**src/hdl/nibble_alu_regs.svh**
```systemverilog
`ifndef NIBBLE_ALU_REGS_SVH
`define NIBBLE_ALU_REGS_SVH

// operand and pointer widths
`define NIB_W 4
`define TABLE_PTR_W 16
`define INDEX_PTR_W 12
`define DM_ADDR_W 11
`define DM_BANK_W 4
`define DM_OPER_W 7
`define INSTR_W 16
`define PSW_W 4

// program status word bit positions
`define PSW_BCD_BIT 0
`define PSW_CMP_BIT 1

// system increment instruction words
`define INSTR_INC_TABLE 16'h3890
`define INSTR_INC_INDEX 16'h3880

// decimal correction
`define DEC_LIMIT 5'h09
`define DEC_ADJUST 4'h6

// reset values
`define TABLE_PTR_RST 16'h0000
`define INDEX_PTR_RST 12'h000
`define DM_ADDR_RST 11'h000
`define NIB_ZERO 4'h0

`endif

```
**src/hdl/nibble_alu_pkg.sv**
```systemverilog
`include "nibble_alu_regs.svh"

package nibble_alu_pkg;

	typedef enum logic [1:0] {
		OP_ADD_IMM_CARRY = 2'h0,
		OP_SUB_REG_MEM = 2'h1,
		OP_SYSTEM = 2'h2
	} alu_op_e;

	typedef enum logic [4:0] {
		ST_IDLE = 5'h01,
		ST_RD_MEM = 5'h02,
		ST_RD_REG = 5'h04,
		ST_EXEC = 5'h08,
		ST_WRITE = 5'h10
	} alu_state_e;

	typedef struct packed {
		alu_op_e op;
		logic [`DM_BANK_W-1:0] bank;
		logic [`DM_OPER_W-1:0] oper_addr;
		logic [`NIB_W-1:0] imm;
		logic [`NIB_W-1:0] reg_col;
		logic [`INSTR_W-1:0] instr;
	} alu_cmd_s;

	typedef struct packed {
		logic [`NIB_W-1:0] register_pointer_high;
		logic [`NIB_W-1:0] register_pointer_low;
	} reg_pointer_s;

endpackage

```
**src/hdl/nibble_add_sub_unit.sv**
```systemverilog
// Behaviour
// (RULE1) add-with-carry: memory nibble plus immediate plus carry, written back
// (RULE2) compare set: memory untouched, carry and zero still updated
// (RULE3) addition sets carry on overflow out of the nibble, else clears
// (RULE4) nonzero sum clears zero; zero sum sets it unless compare set
// (RULE5) addition is binary or decimal per the status word decimal bit
// (RULE6) word 0011_1000_1001_0000 increments the table address pointer
// (RULE7) table pointer is one value; carry ripples nibble to nibble
// (RULE8) table pointer width is a parameter
// (RULE9) word 0011_1000_1000_0000 increments the index pointer
// (RULE10) index pointer is 12 bits, carry low to mid to high nibble
// (RULE11) subtract: register minus memory nibble, written to the register
// (RULE12) compare set: register untouched, carry and zero still updated
// (RULE13) subtraction sets carry on borrow, else clears it
// (RULE14) nonzero difference clears zero; zero sets it unless compare set
// (RULE15) subtraction is binary or decimal per the status word decimal bit
// (RULE16) general register row chosen by the register pointer
// (RULE17) index enable modifies the memory operand address by the index
// (RULE18) modified address is index ORed with bank and operand bits
// (RULE19) nibble operands; carry from bit 3, low four bits written back
`timescale 1ns/10ps
`default_nettype none

`include "nibble_alu_regs.svh"

module nibble_add_sub_unit
	import nibble_alu_pkg::*;
#(
	parameter int TABLE_PTR_WIDTH = `TABLE_PTR_W
) (
	input wire logic clock_in,
	input wire logic rst_in,
	input wire logic cmd_valid_in,
	input wire alu_cmd_s cmd_in,
	output logic cmd_ready_out,
	output logic done_out,
	input wire logic [`PSW_W-1:0] program_status_word_in,
	input wire logic index_modify_enable_in,
	input wire reg_pointer_s reg_pointer_in,
	output logic [`DM_ADDR_W-1:0] mem_addr_out,
	output logic mem_rd_out,
	input wire logic [`NIB_W-1:0] mem_rdata_in,
	output logic mem_we_out,
	output logic [`NIB_W-1:0] mem_wdata_out,
	input wire logic flag_load_in,
	input wire logic carry_load_in,
	input wire logic zero_load_in,
	output logic carry_borrow_flag_out,
	output logic zero_flag_out,
	input wire logic table_ptr_load_in,
	input wire logic [TABLE_PTR_WIDTH-1:0] table_ptr_load_data_in,
	output logic [TABLE_PTR_WIDTH-1:0] table_address_pointer_out,
	input wire logic index_ptr_load_in,
	input wire logic [`INDEX_PTR_W-1:0] index_ptr_load_data_in,
	output logic [`INDEX_PTR_W-1:0] index_pointer_out
);
	localparam int TABLE_NIBS = TABLE_PTR_WIDTH / `NIB_W;

	alu_state_e state_r;
	alu_state_e state_nxt;
	alu_cmd_s cmd_r;
	logic [`NIB_W-1:0] mem_operand_r;
	logic [`DM_ADDR_W-1:0] mem_addr_r;
	logic mem_rd_r;
	logic mem_we_r;
	logic [`NIB_W-1:0] mem_wdata_r;
	logic done_r;
	logic carry_r;
	logic zero_r;
	logic [TABLE_PTR_WIDTH-1:0] table_ptr_r;
	logic [`INDEX_PTR_W-1:0] index_ptr_r;

	logic accept_w;
	logic is_sys_w;
	logic is_arith_w;
	logic inc_table_w;
	logic inc_index_w;
	logic [`DM_ADDR_W-1:0] oper_addr_w;
	logic [`DM_ADDR_W-1:0] reg_addr_w;
	logic compare_w;
	logic decimal_w;
	logic subtract_w;
	logic [`NIB_W-1:0] alu_a_w;
	logic [`NIB_W-1:0] alu_b_w;
	logic [`NIB_W-1:0] alu_res_w;
	logic alu_carry_w;
	logic [TABLE_PTR_WIDTH-1:0] table_inc_w;
	logic [TABLE_NIBS:0] table_chain_w;
	logic [`INDEX_PTR_W-1:0] index_inc_w;
	logic [`NIB_W-1:0] index_pointer_low_nibble;
	logic [`NIB_W-1:0] index_pointer_mid_nibble;
	logic [`NIB_W-1:0] index_pointer_high_nibble;
	logic index_low_carry_w;
	logic index_mid_carry_w;

	// one command at a time; ready stays low through a whole add or subtract
	assign cmd_ready_out = (state_r == ST_IDLE);
	assign accept_w = cmd_valid_in && cmd_ready_out;
	assign is_sys_w = (cmd_in.op == OP_SYSTEM);
	// the spare operation code only completes, like a stray system word
	assign is_arith_w = (cmd_in.op == OP_ADD_IMM_CARRY) ||
		(cmd_in.op == OP_SUB_REG_MEM);
	assign inc_table_w = accept_w && is_sys_w &&
		(cmd_in.instr == `INSTR_INC_TABLE); // RULE6
	assign inc_index_w = accept_w && is_sys_w &&
		(cmd_in.instr == `INSTR_INC_INDEX); // RULE9

	// operand address, optionally merged with the index pointer
	always_comb begin
		oper_addr_w = {cmd_in.bank, cmd_in.oper_addr};
		if (index_modify_enable_in) begin
			oper_addr_w = oper_addr_w |
				index_ptr_r[`DM_ADDR_W-1:0]; // RULE17 RULE18
		end
	end

	// general register: pointer picks bank and row, command picks column
	assign reg_addr_w = {reg_pointer_in.register_pointer_high,
		reg_pointer_in.register_pointer_low[`NIB_W-1:1],
		cmd_r.reg_col}; // RULE16

	// operand steering for the shared nibble adder
	assign compare_w = program_status_word_in[`PSW_CMP_BIT];
	assign decimal_w = program_status_word_in[`PSW_BCD_BIT]; // RULE5 RULE15
	assign subtract_w = (cmd_r.op == OP_SUB_REG_MEM);

	always_comb begin
		if (subtract_w) begin
			alu_a_w = mem_rdata_in; // RULE11
			alu_b_w = mem_operand_r;
		end else begin
			alu_a_w = mem_rdata_in; // RULE1
			alu_b_w = cmd_r.imm;
		end
	end

	nibble_arith alu_core (
		.a_in(alu_a_w),
		.b_in(alu_b_w),
		.carry_in(subtract_w ? 1'b0 : carry_r),
		.subtract_in(subtract_w),
		.decimal_in(decimal_w),
		.result_out(alu_res_w),
		.carry_out(alu_carry_w)
	); // RULE19

	// pointer incrementers, one nibble stage per pointer nibble
	assign table_chain_w[0] = 1'b1;

	genvar gi;
	generate
		for (gi = 0; gi < TABLE_NIBS; gi = gi + 1) begin : g_table
			nibble_arith table_stage (
				.a_in(table_ptr_r[gi*`NIB_W +: `NIB_W]),
				.b_in(`NIB_ZERO),
				.carry_in(table_chain_w[gi]),
				.subtract_in(1'b0),
				.decimal_in(1'b0),
				.result_out(table_inc_w[gi*`NIB_W +: `NIB_W]),
				.carry_out(table_chain_w[gi+1])
			); // RULE7 RULE8
		end
	endgenerate

	// index pointer: three fixed stages, carry low to mid to high
	assign index_pointer_low_nibble = index_ptr_r[`NIB_W-1:0];
	assign index_pointer_mid_nibble = index_ptr_r[`NIB_W +: `NIB_W];
	assign index_pointer_high_nibble =
		index_ptr_r[`INDEX_PTR_W-`NIB_W +: `NIB_W];

	nibble_arith index_low_stage (
		.a_in(index_pointer_low_nibble),
		.b_in(`NIB_ZERO),
		.carry_in(1'b1),
		.subtract_in(1'b0),
		.decimal_in(1'b0),
		.result_out(index_inc_w[`NIB_W-1:0]),
		.carry_out(index_low_carry_w)
	); // RULE10

	nibble_arith index_mid_stage (
		.a_in(index_pointer_mid_nibble),
		.b_in(`NIB_ZERO),
		.carry_in(index_low_carry_w),
		.subtract_in(1'b0),
		.decimal_in(1'b0),
		.result_out(index_inc_w[`NIB_W +: `NIB_W]),
		.carry_out(index_mid_carry_w)
	); // RULE10

	// the top carry is dropped, so the pointer wraps to zero
	nibble_arith index_high_stage (
		.a_in(index_pointer_high_nibble),
		.b_in(`NIB_ZERO),
		.carry_in(index_mid_carry_w),
		.subtract_in(1'b0),
		.decimal_in(1'b0),
		.result_out(index_inc_w[`INDEX_PTR_W-`NIB_W +: `NIB_W]),
		.carry_out()
	); // RULE10

	// sequencer: add and subtract walk the states;
	// every other word completes without leaving idle
	always_comb begin
		state_nxt = state_r;
		case (state_r)
			ST_IDLE: begin
				if (accept_w && is_arith_w) begin
					state_nxt = ST_RD_MEM;
				end
			end
			ST_RD_MEM: begin
				if (subtract_w) begin
					state_nxt = ST_RD_REG;
				end else begin
					state_nxt = ST_EXEC;
				end
			end
			ST_RD_REG: begin
				state_nxt = ST_EXEC;
			end
			ST_EXEC: begin
				state_nxt = ST_WRITE;
			end
			ST_WRITE: begin
				state_nxt = ST_IDLE;
			end
			default: begin
				state_nxt = ST_IDLE;
			end
		endcase
	end

	always_ff @(posedge clock_in) begin
		if (rst_in) begin
			state_r <= ST_IDLE;
		end else begin
			state_r <= state_nxt;
		end
	end

	// command capture
	always_ff @(posedge clock_in) begin
		if (rst_in) begin
			cmd_r <= '0;
		end else if (accept_w) begin
			cmd_r <= cmd_in;
		end
	end

	// memory operand of a subtraction arrives while the register is read
	always_ff @(posedge clock_in) begin
		if (rst_in) begin
			mem_operand_r <= `NIB_ZERO;
		end else if (state_r == ST_RD_REG) begin
			mem_operand_r <= mem_rdata_in;
		end
	end

	// memory port: address, read strobe, write strobe and data
	always_ff @(posedge clock_in) begin
		if (rst_in) begin
			mem_addr_r <= `DM_ADDR_RST;
			mem_rd_r <= 1'b0;
			mem_we_r <= 1'b0;
			mem_wdata_r <= `NIB_ZERO;
		end else begin
			mem_rd_r <= 1'b0;
			mem_we_r <= 1'b0;
			if (accept_w && is_arith_w) begin
				mem_addr_r <= oper_addr_w;
				mem_rd_r <= 1'b1;
			end else if (state_r == ST_RD_MEM && subtract_w) begin
				mem_addr_r <= reg_addr_w;
				mem_rd_r <= 1'b1;
			end else if (state_r == ST_EXEC) begin
				// address still names the target: memory for add, register
				// for subtract; compare blocks only the store
				mem_we_r <= !compare_w; // RULE1 RULE2 RULE11 RULE12
				mem_wdata_r <= alu_res_w; // RULE19
			end
		end
	end

	// carry and zero flags; an arithmetic update beats an outside load
	always_ff @(posedge clock_in) begin
		if (rst_in) begin
			carry_r <= 1'b0;
			zero_r <= 1'b0;
		end else if (state_r == ST_EXEC) begin
			carry_r <= alu_carry_w; // RULE3 RULE13
			if (alu_res_w != `NIB_ZERO) begin
				zero_r <= 1'b0; // RULE4 RULE14
			end else if (!compare_w) begin
				zero_r <= 1'b1; // RULE4 RULE14
			end
		end else if (flag_load_in) begin
			carry_r <= carry_load_in;
			zero_r <= zero_load_in;
		end
	end

	// table address pointer; a load beats an increment
	always_ff @(posedge clock_in) begin
		if (rst_in) begin
			table_ptr_r <= TABLE_PTR_WIDTH'(`TABLE_PTR_RST);
		end else if (table_ptr_load_in) begin
			table_ptr_r <= table_ptr_load_data_in;
		end else if (inc_table_w) begin
			table_ptr_r <= table_inc_w; // RULE6 RULE7
		end
	end

	// index pointer; a load beats an increment
	always_ff @(posedge clock_in) begin
		if (rst_in) begin
			index_ptr_r <= `INDEX_PTR_RST;
		end else if (index_ptr_load_in) begin
			index_ptr_r <= index_ptr_load_data_in;
		end else if (inc_index_w) begin
			index_ptr_r <= index_inc_w; // RULE9 RULE10
		end
	end

	// completion: one cycle after a system word, or with the store cycle
	always_ff @(posedge clock_in) begin
		if (rst_in) begin
			done_r <= 1'b0;
		end else begin
			done_r <= (accept_w && !is_arith_w) || (state_r == ST_EXEC);
		end
	end

	assign done_out = done_r;
	assign mem_addr_out = mem_addr_r;
	assign mem_rd_out = mem_rd_r;
	assign mem_we_out = mem_we_r;
	assign mem_wdata_out = mem_wdata_r;
	assign carry_borrow_flag_out = carry_r;
	assign zero_flag_out = zero_r;
	assign table_address_pointer_out = table_ptr_r;
	assign index_pointer_out = index_ptr_r;
endmodule

`default_nettype wire

```
**src/hdl/nibble_arith.sv**
```systemverilog
`timescale 1ns/10ps
`default_nettype none

`include "nibble_alu_regs.svh"

module nibble_arith (
	input wire logic [`NIB_W-1:0] a_in,
	input wire logic [`NIB_W-1:0] b_in,
	input wire logic carry_in,
	input wire logic subtract_in,
	input wire logic decimal_in,
	output logic [`NIB_W-1:0] result_out,
	output logic carry_out
);
	logic [`NIB_W:0] sum_w;
	logic [`NIB_W:0] diff_w;

	// carry out of bit 3 is the carry or borrow, forced to 1 for a decimal sum above 9; only four bits kept
	always_comb begin
		sum_w = {1'b0, a_in} + {1'b0, b_in} + {{`NIB_W{1'b0}}, carry_in};
		diff_w = {1'b0, a_in} - {1'b0, b_in} - {{`NIB_W{1'b0}}, carry_in};
		if (subtract_in) begin
			carry_out = diff_w[`NIB_W];
			if (decimal_in && diff_w[`NIB_W]) begin
				result_out = diff_w[`NIB_W-1:0] - `DEC_ADJUST;
			end else begin
				result_out = diff_w[`NIB_W-1:0];
			end
		end else if (decimal_in && (sum_w > `DEC_LIMIT)) begin
			carry_out = 1'b1;
			result_out = sum_w[`NIB_W-1:0] + `DEC_ADJUST;
		end else begin
			carry_out = sum_w[`NIB_W];
			result_out = sum_w[`NIB_W-1:0];
		end
	end
endmodule

`default_nettype wire

```
**config.mk**
```make
export PLATFORM = sky130hd
export DESIGN_NAME = nibble_add_sub_unit
export DESIGN_NICKNAME = d
export VERILOG_FILES = /design/src/hdl/nibble_alu_pkg.sv /design/src/hdl/nibble_add_sub_unit.sv /design/src/hdl/nibble_arith.sv
export VERILOG_INCLUDE_DIRS = /design/src /design/src/hdl
export SDC_FILE = /design/constraint.sdc
export NUM_CORES = 1
export LEC_CHECK = 0
export BUFFER_PORTS_ARGS = -buffer_cell sky130_fd_sc_hd__buf_2
export CORE_MARGIN = 2
export CORE_UTILIZATION = 50
export DETAILED_ROUTE_END_ITERATION = 8
export PLACE_DENSITY = 0.91
export SYNTH_ARGS = -nofsm -noshare
export SYNTH_HDL_FRONTEND = slang
export SYNTH_SLANG_ARGS = --single-unit
```
**constraint.sdc**
```tcl
create_clock -name clock_in -period 5.2 [get_ports clock_in]
set_input_delay 0.26 -clock clock_in [delete_from_list [all_inputs] [get_ports clock_in]]
set_output_delay 0.26 -clock clock_in [all_outputs]
set_load 0.05 [all_outputs]
```
==> run summary, run 1 <==
The worst hold margin came out at between 100 and 150 ps. Counting along the longest clock path gives a buffer depth of 2. The detail-routed net length per standard cell came out at approximately 14 microns.

In this run the tool buffered the top-level ports with around 140 buffer cells. The number of ports placed on the die boundary came out at approximately 140. Once layout is complete, the utilization of the core stands at between 60% and 70%. In this run the worst hold path is classified as primary input to flop. The number of slew-limit violations in the final report is 0.

The achievable clock frequency is 235.5 MHz. The critical hold path startpoint is program_status_word_in[1]. OpenSTA, run right after detailed placement, puts the worst setup slack at 978.0 ps. The met3 layer wire length in the routed design is 615 microns. Counting distinct cell types in the post-synthesis netlist gives around 50.

The clock sink count is 67. The sum of net half-perimeters after detailed placement came out at roughly 7500 microns. After layout, the worst setup slack is 953.9 ps.

The floorplan has 31 rows. The clock transition at the register clock pins on the worst setup and hold paths after CTS came out at 80 ps. The count of final hold-check violations is 0. The number of antenna violations at the first check in global routing is 0.

The fraction of the cycle the final worst path needs is between 80 and 90%. Of all nets on the critical path, the largest fanout is 9. The detailed-routing wirelength on met1 is a little over 4000 microns. The flop-to-flop setup slack is 950 ps. The highest layer touched by signal routing is met4. From synthesis to final layout, the design area changed by 24.09%. At the end of the flow, the number of nets in the layout was 705. The detail route stage leaves a number of antenna-violating nets equal to 0.

Summing all placed instances gives a cell area of 4529 sq um. The setup fix buffers added after clock tree synthesis is 0. The number of enable flip-flop cells after synthesis came out at 0. The worst hold path endpoint is mem_we_out. The cell area after synthesis came out at about 3800 sq um. The worst setup path is captured at a flop.

Of the cells placed in the final design, the portion with a size suffix greater than 1 is a little over a quarter. The transition at the pin with the smallest max-transition slack came out at ~1200 ps. The final number of setup-violating endpoints came out at 0. The fraction of post-synthesis cell area in the top cell type by area is 35.18%. The count of state elements after synthesis came out at 67. Summed over all cells, the static leakage comes to 2.264 nW. The wire length on met2 is between 4000 and 5000 microns. The number of antenna repair diodes came out at 0. The worst slew margin relative to its limit came out at 19.15%. Once layout is done, the placed cells without fillers occupy approximately 4700 sq um. The number of standard cells after synthesis came out at about 470.

Across the run, the number of max-cap violations was 0. The average size of a mapped cell came out at about 8.2 sq um. The biggest area contributor in the post-synthesis netlist is dfxtp_1. The count of cells along the worst hold path is 2. The first-pass GRT wire length came out at 16260 microns. IR analysis of the VDD net gives a maximum drop of ~0.19 mV. TritonCTS built the clock tree. For this configuration, the core starts out at a cell density of between 50% and 60%. Routability-driven placement finished with a final weighted congestion of 0.9032.

The total number of H-tree levels came out at 3. The via density per instance came out at 5.361. The first-pass iteration count of the detailed router is 4.

The die is slightly above 90 microns wide. The run finished with clean final reports. The number of buffers inserted for hold repair after clock tree synthesis is 0. The total routed wirelength came out at 9878 microns.

The destination of the worst register-to-register timing path is zero_flag_out. The number of instances resized during post-cts repair came out at 0. After synthesis, the cell types taking the most area are dfxtp_1 (35%), ha_1 (7.9%), a21oi_1 (7.1%). After floorplanning, the core was sized to cover 7331 sq um. The synthesized net count came out at between 500 and 600. The number of design rule violations left after detail routing came out at 0. The number of warnings issued by yosys came out at 0.

The remaining global-route overflow came out at 0. The critical setup path kind is flop to flop. CTS placed an instance of clkbuf_8 at the clock tree root. For this run, the total global-route usage over all layers was measured as between 20% and 30%. Entering global routing, the biggest net connects 55 pins. The filler cell count in the final layout is 620. The number of buffers created by CTS is 9. The final setup TNS is 0 ps. For this design the ratio of total power to cell area is between 200 and 300 nW/um^2. The final route contains around 3700 vias.

The full die area came out at roughly 8300 sq um. The critical path arrival is between 4000 and 5000 ps. The clock period minus final worst setup slack is around 4200 ps. The required time of the critical path came out at around 5400 ps. In this run the critical register-to-register path is launched from cmd_r[36]. The kind of start point of the critical path is a flop. The vertical extent of the die came out at around 91 microns. The number of global-route vias before repair was between 3000 and 4000.

The final worst clock skew came out at about 11 ps. The cell depth of the worst flop-to-flop path came out at 15. The worst-skew pair later-pin latency came out at approximately 330 ps. The detailed router's first-iteration violation count came out at ~110. After synthesis, flip-flops and latches occupy a little over a third of the total area. Setup repair after global routing left no endpoint under its margin. The top flip-flop cell by instance count after synthesis is dfxtp_1. After synthesis, the share of flip-flops with an asynchronous set or reset is 0%.
[synthesized netlist by cell type (all sizes together), types with 2 or more instances]
| cell | count |
|---|---|
| or2 | 3 |
| ha | 24 |
| a211o | 2 |
| nor3 | 10 |
| o2bb2ai | 11 |
| nor2b | 11 |
| and2 | 3 |
| xnor2 | 11 |
| nor4 | 2 |
| buf | 4 |
| clkbuf | 22 |
| nor2 | 66 |
| a31oi | 2 |
| xor2 | 11 |
| nand2b | 3 |
| nand4 | 10 |
| inv | 20 |
| o21ai | 12 |
| nand3b | 3 |
| fa | 4 |
| and3 | 5 |
| mux2i | 24 |
| and3b | 2 |
| a21o | 3 |
| a21oi | 54 |
| nor4b | 3 |
| a211oi | 3 |
| nand3 | 10 |
| nand2 | 47 |
| dfxtp | 67 |
[cell usage in the layout (no fill, tap or decap), drive strengths merged, types with 4 or more instances in the layout]
cell and count:
nor2 66, nor2b 11, buf 137, xor2 11, xnor2 11, nor3 10
ha 24, nand3 10, clkbuf 11, and3 5, o2bb2ai 11, nand2 47
fa 4, dfxtp 67, inv 20, o21ai 12, mux2i 24, a21oi 54
nand4 10
[report_power, final]
| part | switching (mW) | internal [mW] | total (mW) |
|---|---|---|---|
| Clock | 0.200 | 0.244 | 0.445 |
| Combinational | 0.209 | 0.121 | 0.330 |
| Sequential | 0.0227 | 0.538 | 0.561 |
| Total | 0.432 | 0.903 | 1.34 |
[final cells by class]
| class | count | area (sq um) | area share (%) |
|---|---|---|---|
| clock buffer | 11 | 151.4 | 3.200 |
| sequential | 67 | 1341 | 28.35 |
| clock inverter | 4 | 50.05 | 1.058 |
| multi-input combinational | 352 | 2298 | 48.58 |
| tap | 99 | 123.9 | 2.618 |
| timing repair buffer | 137 | 690.7 | 14.60 |
| inverter | 20 | 75.07 | 1.587 |
[how the worst max path moves through the flow]
stage / depth (start not counted) / start / to
floorplan: 15 / cmd_r[35] / zero_flag_out
global placement: 15 / cmd_r[36] / zero_flag_out
detailed placement: 15 / cmd_r[36] / zero_flag_out
CTS: 15 / cmd_r[36] / zero_flag_out
global route: 15 / cmd_r[36] / zero_flag_out
finish: 15 / cmd_r[36] / zero_flag_out
[per-layer routing]
layer	GRT usage (%)	vias up
met1	27.62	1709
met3	6.307	22
li1	-	1847
met5	0	-
met4	9.596	0
met2	41.85	121
[state kept, by name, summed over array words and instances, names as in the netlist, 4 cells and up]
name and count:
cmd_r 10, index_pointer_out 12, mem_addr_out 11, mem_operand_r 4, mem_wdata_out 4, state_r 5
table_address_pointer_out 16
[metrics by stage]
stage	power [mW]	cells
final	1.336	690
after global routing	1.401	690
after CTS	1.345	690
after detailed placement	0.9009	675
after global placement	0.8889	675
after floorplan	0.8084	465
[logic make-up after synthesis]
logic type | synth area share (%)
AO/OA/AOI/OAI | 15.88
flip-flops | 35.18
multiplexers | 6.301
adder cells (fa/ha/maj) | 9.977
XOR/XNOR | 5.054
buffers and inverters | 4.791
AND/OR/NAND/NOR | 22.81
[worst max-delay path: stages, from the launching register on]
cell      delay [ps]
dfxtp_1          320
nand2b_1         340
nand2_1          160
nand2_1           90
fa_1             570
inv_1             90
ha_1             190
or2_2            300
fa_1             400
or2b_1           250
a211oi_1         390
o21ai_0          170
xnor2_1          150
mux2i_1          310
a41oi_2          160
nor4b_2          250
Power figures use the tool's default switching activity.
==> inputs of run 2 (changes only) <==
--- a/config.mk
+++ b/config.mk
@@ -6,11 +6,12 @@
 export SDC_FILE = /design/constraint.sdc
 export NUM_CORES = 1
 export LEC_CHECK = 0
+export ABC_AREA = 1
 export BUFFER_PORTS_ARGS = -buffer_cell sky130_fd_sc_hd__buf_2
 export CORE_MARGIN = 2
-export CORE_UTILIZATION = 50
+export CORE_UTILIZATION = 46
 export DETAILED_ROUTE_END_ITERATION = 8
-export PLACE_DENSITY = 0.91
+export PLACE_DENSITY = 0.87
 export SYNTH_ARGS = -nofsm -noshare
 export SYNTH_HDL_FRONTEND = slang
 export SYNTH_SLANG_ARGS = --single-unit
==> constraint.sdc (replaced) <==
create_clock -name clock_in -period 3.5 [get_ports clock_in]
set_input_delay 0.175 -clock clock_in [delete_from_list [all_inputs] [get_ports clock_in]]
set_output_delay 0.175 -clock clock_in [all_outputs]
set_load 0.05 [all_outputs]
==> run summary, run 2 <==
The fraction of post-synthesis cell area in the top cell type by area is 33.68% (-1.5 points). The required time of the critical path is 3730 ps (-1710 ps). Compared with the post-synthesis result, the final layout area differs by 27.43%. The full die area was 9418 sq um (+13%). The power density over the cells was 424.0 nW/um^2 (+50%).

The count of cells along the worst hold path is 2 (unchanged). The total routed wirelength is 11120 microns (+13%). The number of flip-flops under the largest register name is 16 (unchanged). The proportion of synthesized chip area in sequential cells was 33.68% (-1.5 points). The worst slack at placement is -140.0 ps (-1118 ps).

The detailed-routing wirelength on met1 is 4480 microns (+9.1%). The library cell used most frequently in the layout, excluding fill and tap cells, is buf_2. The count of state elements after synthesis came out at 67 (unchanged). The largest net degree at the start of global routing was 36 (-35%). The cell depth of the worst flop-to-flop path is 26 (+11).

The peak ir drop on the vdd network came to 0.3261 mV (+71%). The number of antenna violations at the first check in global routing came out at 0 (unchanged). The count of input and output buffers came to 135 (unchanged). The remaining global-route overflow came out at 0 (unchanged). The adder-cell share of the synthesized area is 9.551% (-0.43 points). The clock period minus final worst setup slack is 3431 ps (-815.1 ps). The max-cap check violation count was 0 (unchanged). The number of ports placed on the die boundary came to 139 (unchanged). The clock transition at the register clock pins on the worst setup and hold paths after CTS came out at 80 ps (about the same). The final net count is 808 (+15%). The worst hold margin came out at 23.18 ps (-76.85 ps).

The dominant combinational cell family by area after synthesis is simple AND/OR/NAND/NOR gates. The number of design rule violations left after detail routing is 0 (unchanged). The worst setup path is of the flop to flop kind.

The sum of net half-perimeters after detailed placement is 8386 microns (+11%). The top metal layer carrying routed signals is met4. The fraction of registers with async set or reset after synthesis came out at 0% (unchanged). The leakage power is 2.469 nW (+9.0%). The class of the tightest hold or removal check is primary input to flop. The final antenna-violating net count is 0 (unchanged).

The synthesized design spends more area on one cell type than any other, namely dfxtp_1. The clock sink count is 67 (unchanged). The number of buffers created by CTS came out at 9 (unchanged). The CTS tree is done.

The number of antenna repair diodes is 0 (unchanged). The placement row count is 33 (+6.5%). The achievable clock frequency came to 291.5 MHz (+24%). The final design utilization is 61.15% (-3.4 points).

The horizontal die dimension came to 97.05 microns (+6.3%). The multiplexer area fraction after synthesis was 3.393% (-2.9 points). The first-pass GRT wire length is 17860 microns (+9.8%). Leaving out fill and tap cells, the most frequent cells in the layout are buf_2 (135), nand2_1 (88), dfxtp_1 (65). The via density per instance is 5.346 (-0.27%). The worst slew margin relative to its limit came out at 31.84% (+13 points). The final number of setup-violating endpoints came out at 0 (unchanged). The number of standard cells after synthesis came to 554 (+19%). The detail-routed net length per standard cell was 13.90 microns (-2.9%). The detailed router's first-iteration violation count was 222 (+110%). The flow ran to the end, and the final reports show no timing, DRC or antenna violations.

The final standard cell count with taps included and fillers excluded is 800 (+16%). The placer's final routability congestion estimate is 0.9302 (+3.0%). The final setup TNS came out at 0 ps (unchanged). The total placed cells including tap cells came out at 781 (+16%). The number of global-route vias before repair came out at 4013 (+11%). The area inside the core boundary came out at 8299 sq um (+13%). The number of buffers inserted for hold repair after clock tree synthesis is 0 (unchanged). The count of final hold-check violations came to 0 (unchanged).

The fraction of the cycle the final worst path needs came out at 98.03% (+16 points). The first-pass iteration count of the detailed router is 5 (+1). The largest individual stage delay along the critical path comes from the cell fa_1.

The cell area after synthesis is 3983 sq um (+4.5%). The biggest fanout along the worst timing path is 5 (-4). The final worst clock skew came out at 15.62 ps (+4.310 ps). The delay of the slowest cell on the worst path came out at 520 ps (-50 ps). The critical path arrival is 3660 ps (-830 ps).

The total global-route track usage is 22.71% (-1.2 points). The most used cell along the critical path is nand2_1. The post-synthesis simple-gate area fraction came out at 25.51% (+2.7 points).

The wire length on met2 is 5516 microns (+12%). STA classifies the critical path endpoint as a flop. Setup repair after global routing could not meet its margin everywhere. The number of slew-limit violations in the final report came to 0 (unchanged). The cell sitting at the root of the clock tree is a clkbuf_8. The total number of H-tree levels came out at 3 (unchanged). The total via count after detailed routing is 4277 (+16%). The worst setup path is launched from a flop. The number of enable flip-flop cells after synthesis is 0 (unchanged). The number of warnings issued by yosys came to 0 (unchanged). The synthesized net count came out at 672 (+15%).

The parity-gate share of the synthesized area counting xor and xnor cells is 0.6598% (-4.4 points). The met3 layer wire length in the routed design was 662 microns (+7.6%). The number of distinct library cells after synthesis is 41 (-16%). The most repeated cell in the gate-level netlist after synthesis is nand2_1.

The final worst-path setup slack came out at 69.04 ps (-884.9 ps). The deepest clock path buffer count is 2 (unchanged). The post-synthesis compound-gate area fraction is 18.50% (+2.6 points). The top flip-flop cell by instance count after synthesis is dfxtp_1. By count the netlist is led by nand2_1 (99), dfxtp_1 (67), a21oi_1 (56), inv_1 (56), nor2_1 (51). Sorting the synthesized cells by area gives the leading types as dfxtp_1 (34%), nand2_1 (9.3%), ha_1 (7.5%). The transition at the pin with the smallest max-transition slack is 1021 ps (-185.0 ps). The fraction of final layout cells with drive strength greater than 1 is 32.95% (+5.5 points). The vertical extent of the die is 97.05 microns (+6.3%). The worst-skew pair later-pin latency came out at 340 ps (about the same). The average size of a mapped cell came to 7.189 sq um (-12%). The initial core utilization came to 47.99% (-4.0 points).
## run 2: through the flow
| step | cell area, sq um | total power, mW |
|---|---|---|
| after floorplan | 3984 | 1.262 |
| after global placement | 4758 | 1.410 |
| after detailed placement | 4758 | 1.430 |
| after CTS | 4989 | 2.114 |
| after global routing | 5075 | 2.265 |
| final | 5075 | 2.152 |
## run 2: metal layers
metal / up-vias / global-route usage [%]
met3: 38 / 4.408
met4: 0 / 12.13
li1: 2128 / -
met1: 1948 / 26.68
met2: 163 / 38.94
met5: - / 0
## run 2: power breakdown
group | switching [mW] | internal [mW]
logic | 0.406 | 0.224
clock network | 0.338 | 0.342
registers | 0.0370 | 0.805
total | 0.780 | 1.37
## run 2: logic make-up (layout without fill, tap and decap cells)
logic type / Yosys count / count (layout)
flops: 67 / 67
buf+inv: 86 / 227
compound gates: 133 / 133
simple gates: 225 / 225
mux: 12 / 12
fa+ha+maj: 28 / 28
xor+xnor: 3 / 3
## run 2: final timing paths
kind | start | to | slack, ps
hold reg to reg | mem_operand_r[1] | mem_operand_r[1] | 460
setup / recovery | cmd_r[35] | zero_flag_out | 70
hold / removal | program_status_word_in[1] | mem_we_out | 20
setup reg to reg | cmd_r[35] | zero_flag_out | 70
## run 2: worst max-delay path, delay by kind of cell, from the launching register on
kind / cells / cell delay, ps
adders and majority gates: 3 / 1070
and+or+nand+nor: 17 / 1450
DFF: 1 / 330
buffers and inverters: 4 / 250
AOI/OAI and AO/OA: 2 / 190
## run 2: final cells by class
type	instances	area (sq um)
clock inverters	7	82.58
fillers	727	3224
well taps	105	131.4
clock buffers	9	123.9
inverters	64	250.2
flip-flops and latches	67	1344
repair buffers	147	765.7
multi-input cells	401	2377
## run 2: what timing repair did
item,CTS,global route
gates resized for setup,11,28
pin swaps,7,13
endpoints found under the setup margin,1,3
setup buffers,0,3
==> inputs of run 3 (changes only) <==
--- a/config.mk
+++ b/config.mk
@@ -11,6 +11,7 @@
 export CORE_MARGIN = 2
 export CORE_UTILIZATION = 46
 export DETAILED_ROUTE_END_ITERATION = 8
+export HOLD_SLACK_MARGIN = 0.08
 export PLACE_DENSITY = 0.87
 export SYNTH_ARGS = -nofsm -noshare
 export SYNTH_HDL_FRONTEND = slang
==> run summary, run 3 (synthesis results as in run 2) <==
The flow ran to the end, and the final reports show no timing, DRC or antenna violations. The critical setup path kind is flop to flop. The first-pass GRT wire length is 17870 microns (about the same). The clock tree root buffer cell is clkbuf_8. The number of slew-limit violations in the final report is 0 (unchanged). The number of design rule violations left after detail routing came out at 0 (unchanged). The via density per instance is 5.350 (about the same).

The max-cap check violation count came to 0 (unchanged). The final worst-path setup slack was 69.72 ps (+0.6755 ps). The first-pass iteration count of the detailed router came out at 5 (unchanged).

The detailed router's first-iteration violation count was 230 (+3.6%). The number of antenna repair diodes is 0 (unchanged). The filler cell count in the final layout came out at 726 (-0.14%). The fraction of final layout cells with drive strength greater than 1 is 32.90% (-0.047 points).

The full die area was 9418 sq um (unchanged). The worst setup path is launched from a flop. The number of flip-flops under the largest register name is 16 (unchanged).

The count of input and output buffers is 135 (unchanged). The total number of H-tree levels was 3 (unchanged). Setup repair after global routing could not meet its margin everywhere. The number of buffers created by CTS came to 9 (unchanged). The clock period minus final worst setup slack was 3430 ps (-0.6755 ps). The placer's final routability congestion estimate came to 0.9302 (unchanged). The horizontal die dimension is 97.05 microns (unchanged). The critical path arrival came to 3660 ps (about the same). The leakage power came out at 2.473 nW (+0.17%). The initial core utilization is 47.99% (unchanged). The transition at the pin with the smallest max-transition slack came out at 1010 ps (-11.16 ps).

The library cell used most frequently in the layout, excluding fill and tap cells, is buf_2. The sequential cell area in the final layout came out at 1344 sq um (unchanged). The peak ir drop on the vdd network was 0.3267 mV (+0.18%).

The total via count after detailed routing is 4285 (+0.19%). The multi-input gate area in the final layout is 2377 sq um (unchanged). The final number of setup-violating endpoints came out at 0 (unchanged). The achievable clock frequency came out at 291.5 MHz (about the same). The deepest clock path buffer count was 2 (unchanged).

The remaining global-route overflow came to 0 (unchanged). The total routed wirelength is 11130 microns (about the same). The detail-routed net length per standard cell is 13.90 microns (about the same).

The biggest fanout along the worst timing path came out at 5 (unchanged). STA classifies the critical path endpoint as a flop. TritonCTS built the clock tree. The count of final hold-check violations came out at 0 (unchanged). The fraction of the cycle the final worst path needs came out at 98.01% (about the same). The worst-skew pair later-pin latency is 340 ps (about the same).

The clock transition at the register clock pins on the worst setup and hold paths after CTS came out at 90 ps (about the same). The largest net degree at the start of global routing is 36 (unchanged). The class of the tightest hold or removal check is primary input to flop. The power density over the cells came to 423.6 nW/um^2 (-0.10%).

The number of global-route vias before repair is 4016 (+0.075%). The final antenna-violating net count is 0 (unchanged). The number of ports placed on the die boundary came out at 139 (unchanged). The area inside the core boundary came out at 8299 sq um (unchanged).

The placement row count came out at 33 (unchanged). The clock sink count came to 67 (unchanged). The final net count is 809 (+0.12%). The worst slack at placement is -140.0 ps (unchanged). The final setup TNS came out at 0 ps (unchanged). The library cells used most frequently in the layout, excluding fill and tap cells, are buf_2 (135), nand2_1 (88), dfxtp_1 (65). The number of antenna violations at the first check in global routing is 0 (unchanged).

The vertical extent of the die is 97.05 microns (unchanged). The area growth from synthesis to layout came out at 27.68%. The sum of net half-perimeters after detailed placement was 8386 microns (unchanged). The worst slew margin relative to its limit is 32.59% (+0.74 points). The required time of the critical path came to 3730 ps (about the same). The final worst clock skew came out at 16.08 ps (+0.4609 ps). The total global-route track usage came to 22.72% (about the same).
## run 3: routing by layer
metal / vias up / track usage (%) / share of wire (%)
met5: - / 0 / 0
li1: 2129 / - / -
met1: 1961 / 26.72 / 41
met2: 157 / 38.94 / 50
met4: 0 / 12.13 / 4.1
met3: 38 / 4.408 / 5.8
## run 3: through the flow
stage	power, mW	std cells	util (%)	hold WS [ps]	area, sq um
final	2.154	801	61.27	99.17	5085
after global routing	2.266	801	61.27	96.54	5085
after CTS	2.115	798	60.23	91.28	4999
after detailed placement	1.430	781	57.33	372.5	4758
after global placement	1.410	781	57.33	381.3	4758
after floorplan	1.262	554	-	254.3	3984
## run 3: area by class of cell
| class | count | share of cell area, % |
|---|---|---|
| clock inverters | 7 | 1.624 |
| multi-input cells | 401 | 46.75 |
| flip-flops and latches | 67 | 26.43 |
| clock buffers | 9 | 2.436 |
| inverters | 64 | 4.921 |
| well taps | 105 | 2.584 |
| repair buffers | 148 | 15.26 |
## run 3: worst max-delay path, stage by stage, from the launching register on
cell and delay [ps]:
dfxtp_2 330, inv_2 40, nor2_4 100, inv_4 60, nand2_2 60, o21ai_2 60, fa_1 520, inv_1 70
ha_2 170, or2_4 240, fa_2 380, inv_2 80, nand2_4 50, nand2_2 80, nand2_1 70, nand2_2 80
nand2_2 70, nand2_4 80, nand3_1 90, o211ai_1 130, nand2_1 110, nor2_2 100, nand3_1 70, nand2_1 80
nand2_1 60, nand2_1 50, nor2_1 60
## run 3: final timing paths
path / from / to / slack [ps] / depth (start not counted)
setup / recovery: cmd_r[35] / zero_flag_out / 70 / 26
hold reg to reg: mem_operand_r[1] / mem_operand_r[1] / 450 / 2
hold / removal: index_ptr_load_data_in[11] / index_pointer_out[11] / 100 / 3
setup reg to reg: cmd_r[35] / zero_flag_out / 70 / 26
## run 3: power breakdown
group	internal, mW	switching (mW)	total [mW]
clock	0.342	0.339	0.681
combinational	0.225	0.406	0.631
sequential	0.805	0.0371	0.842
total	1.37	0.782	2.15
## run 3: what timing repair did
item | CTS | global route
gates resized for setup | 11 | 28
hold endpoints to repair | 1 | 0
setup buffers | 0 | 3
endpoints found under the setup margin | 1 | 3
hold buffers | 1 | 0
pin swaps | 7 | 13
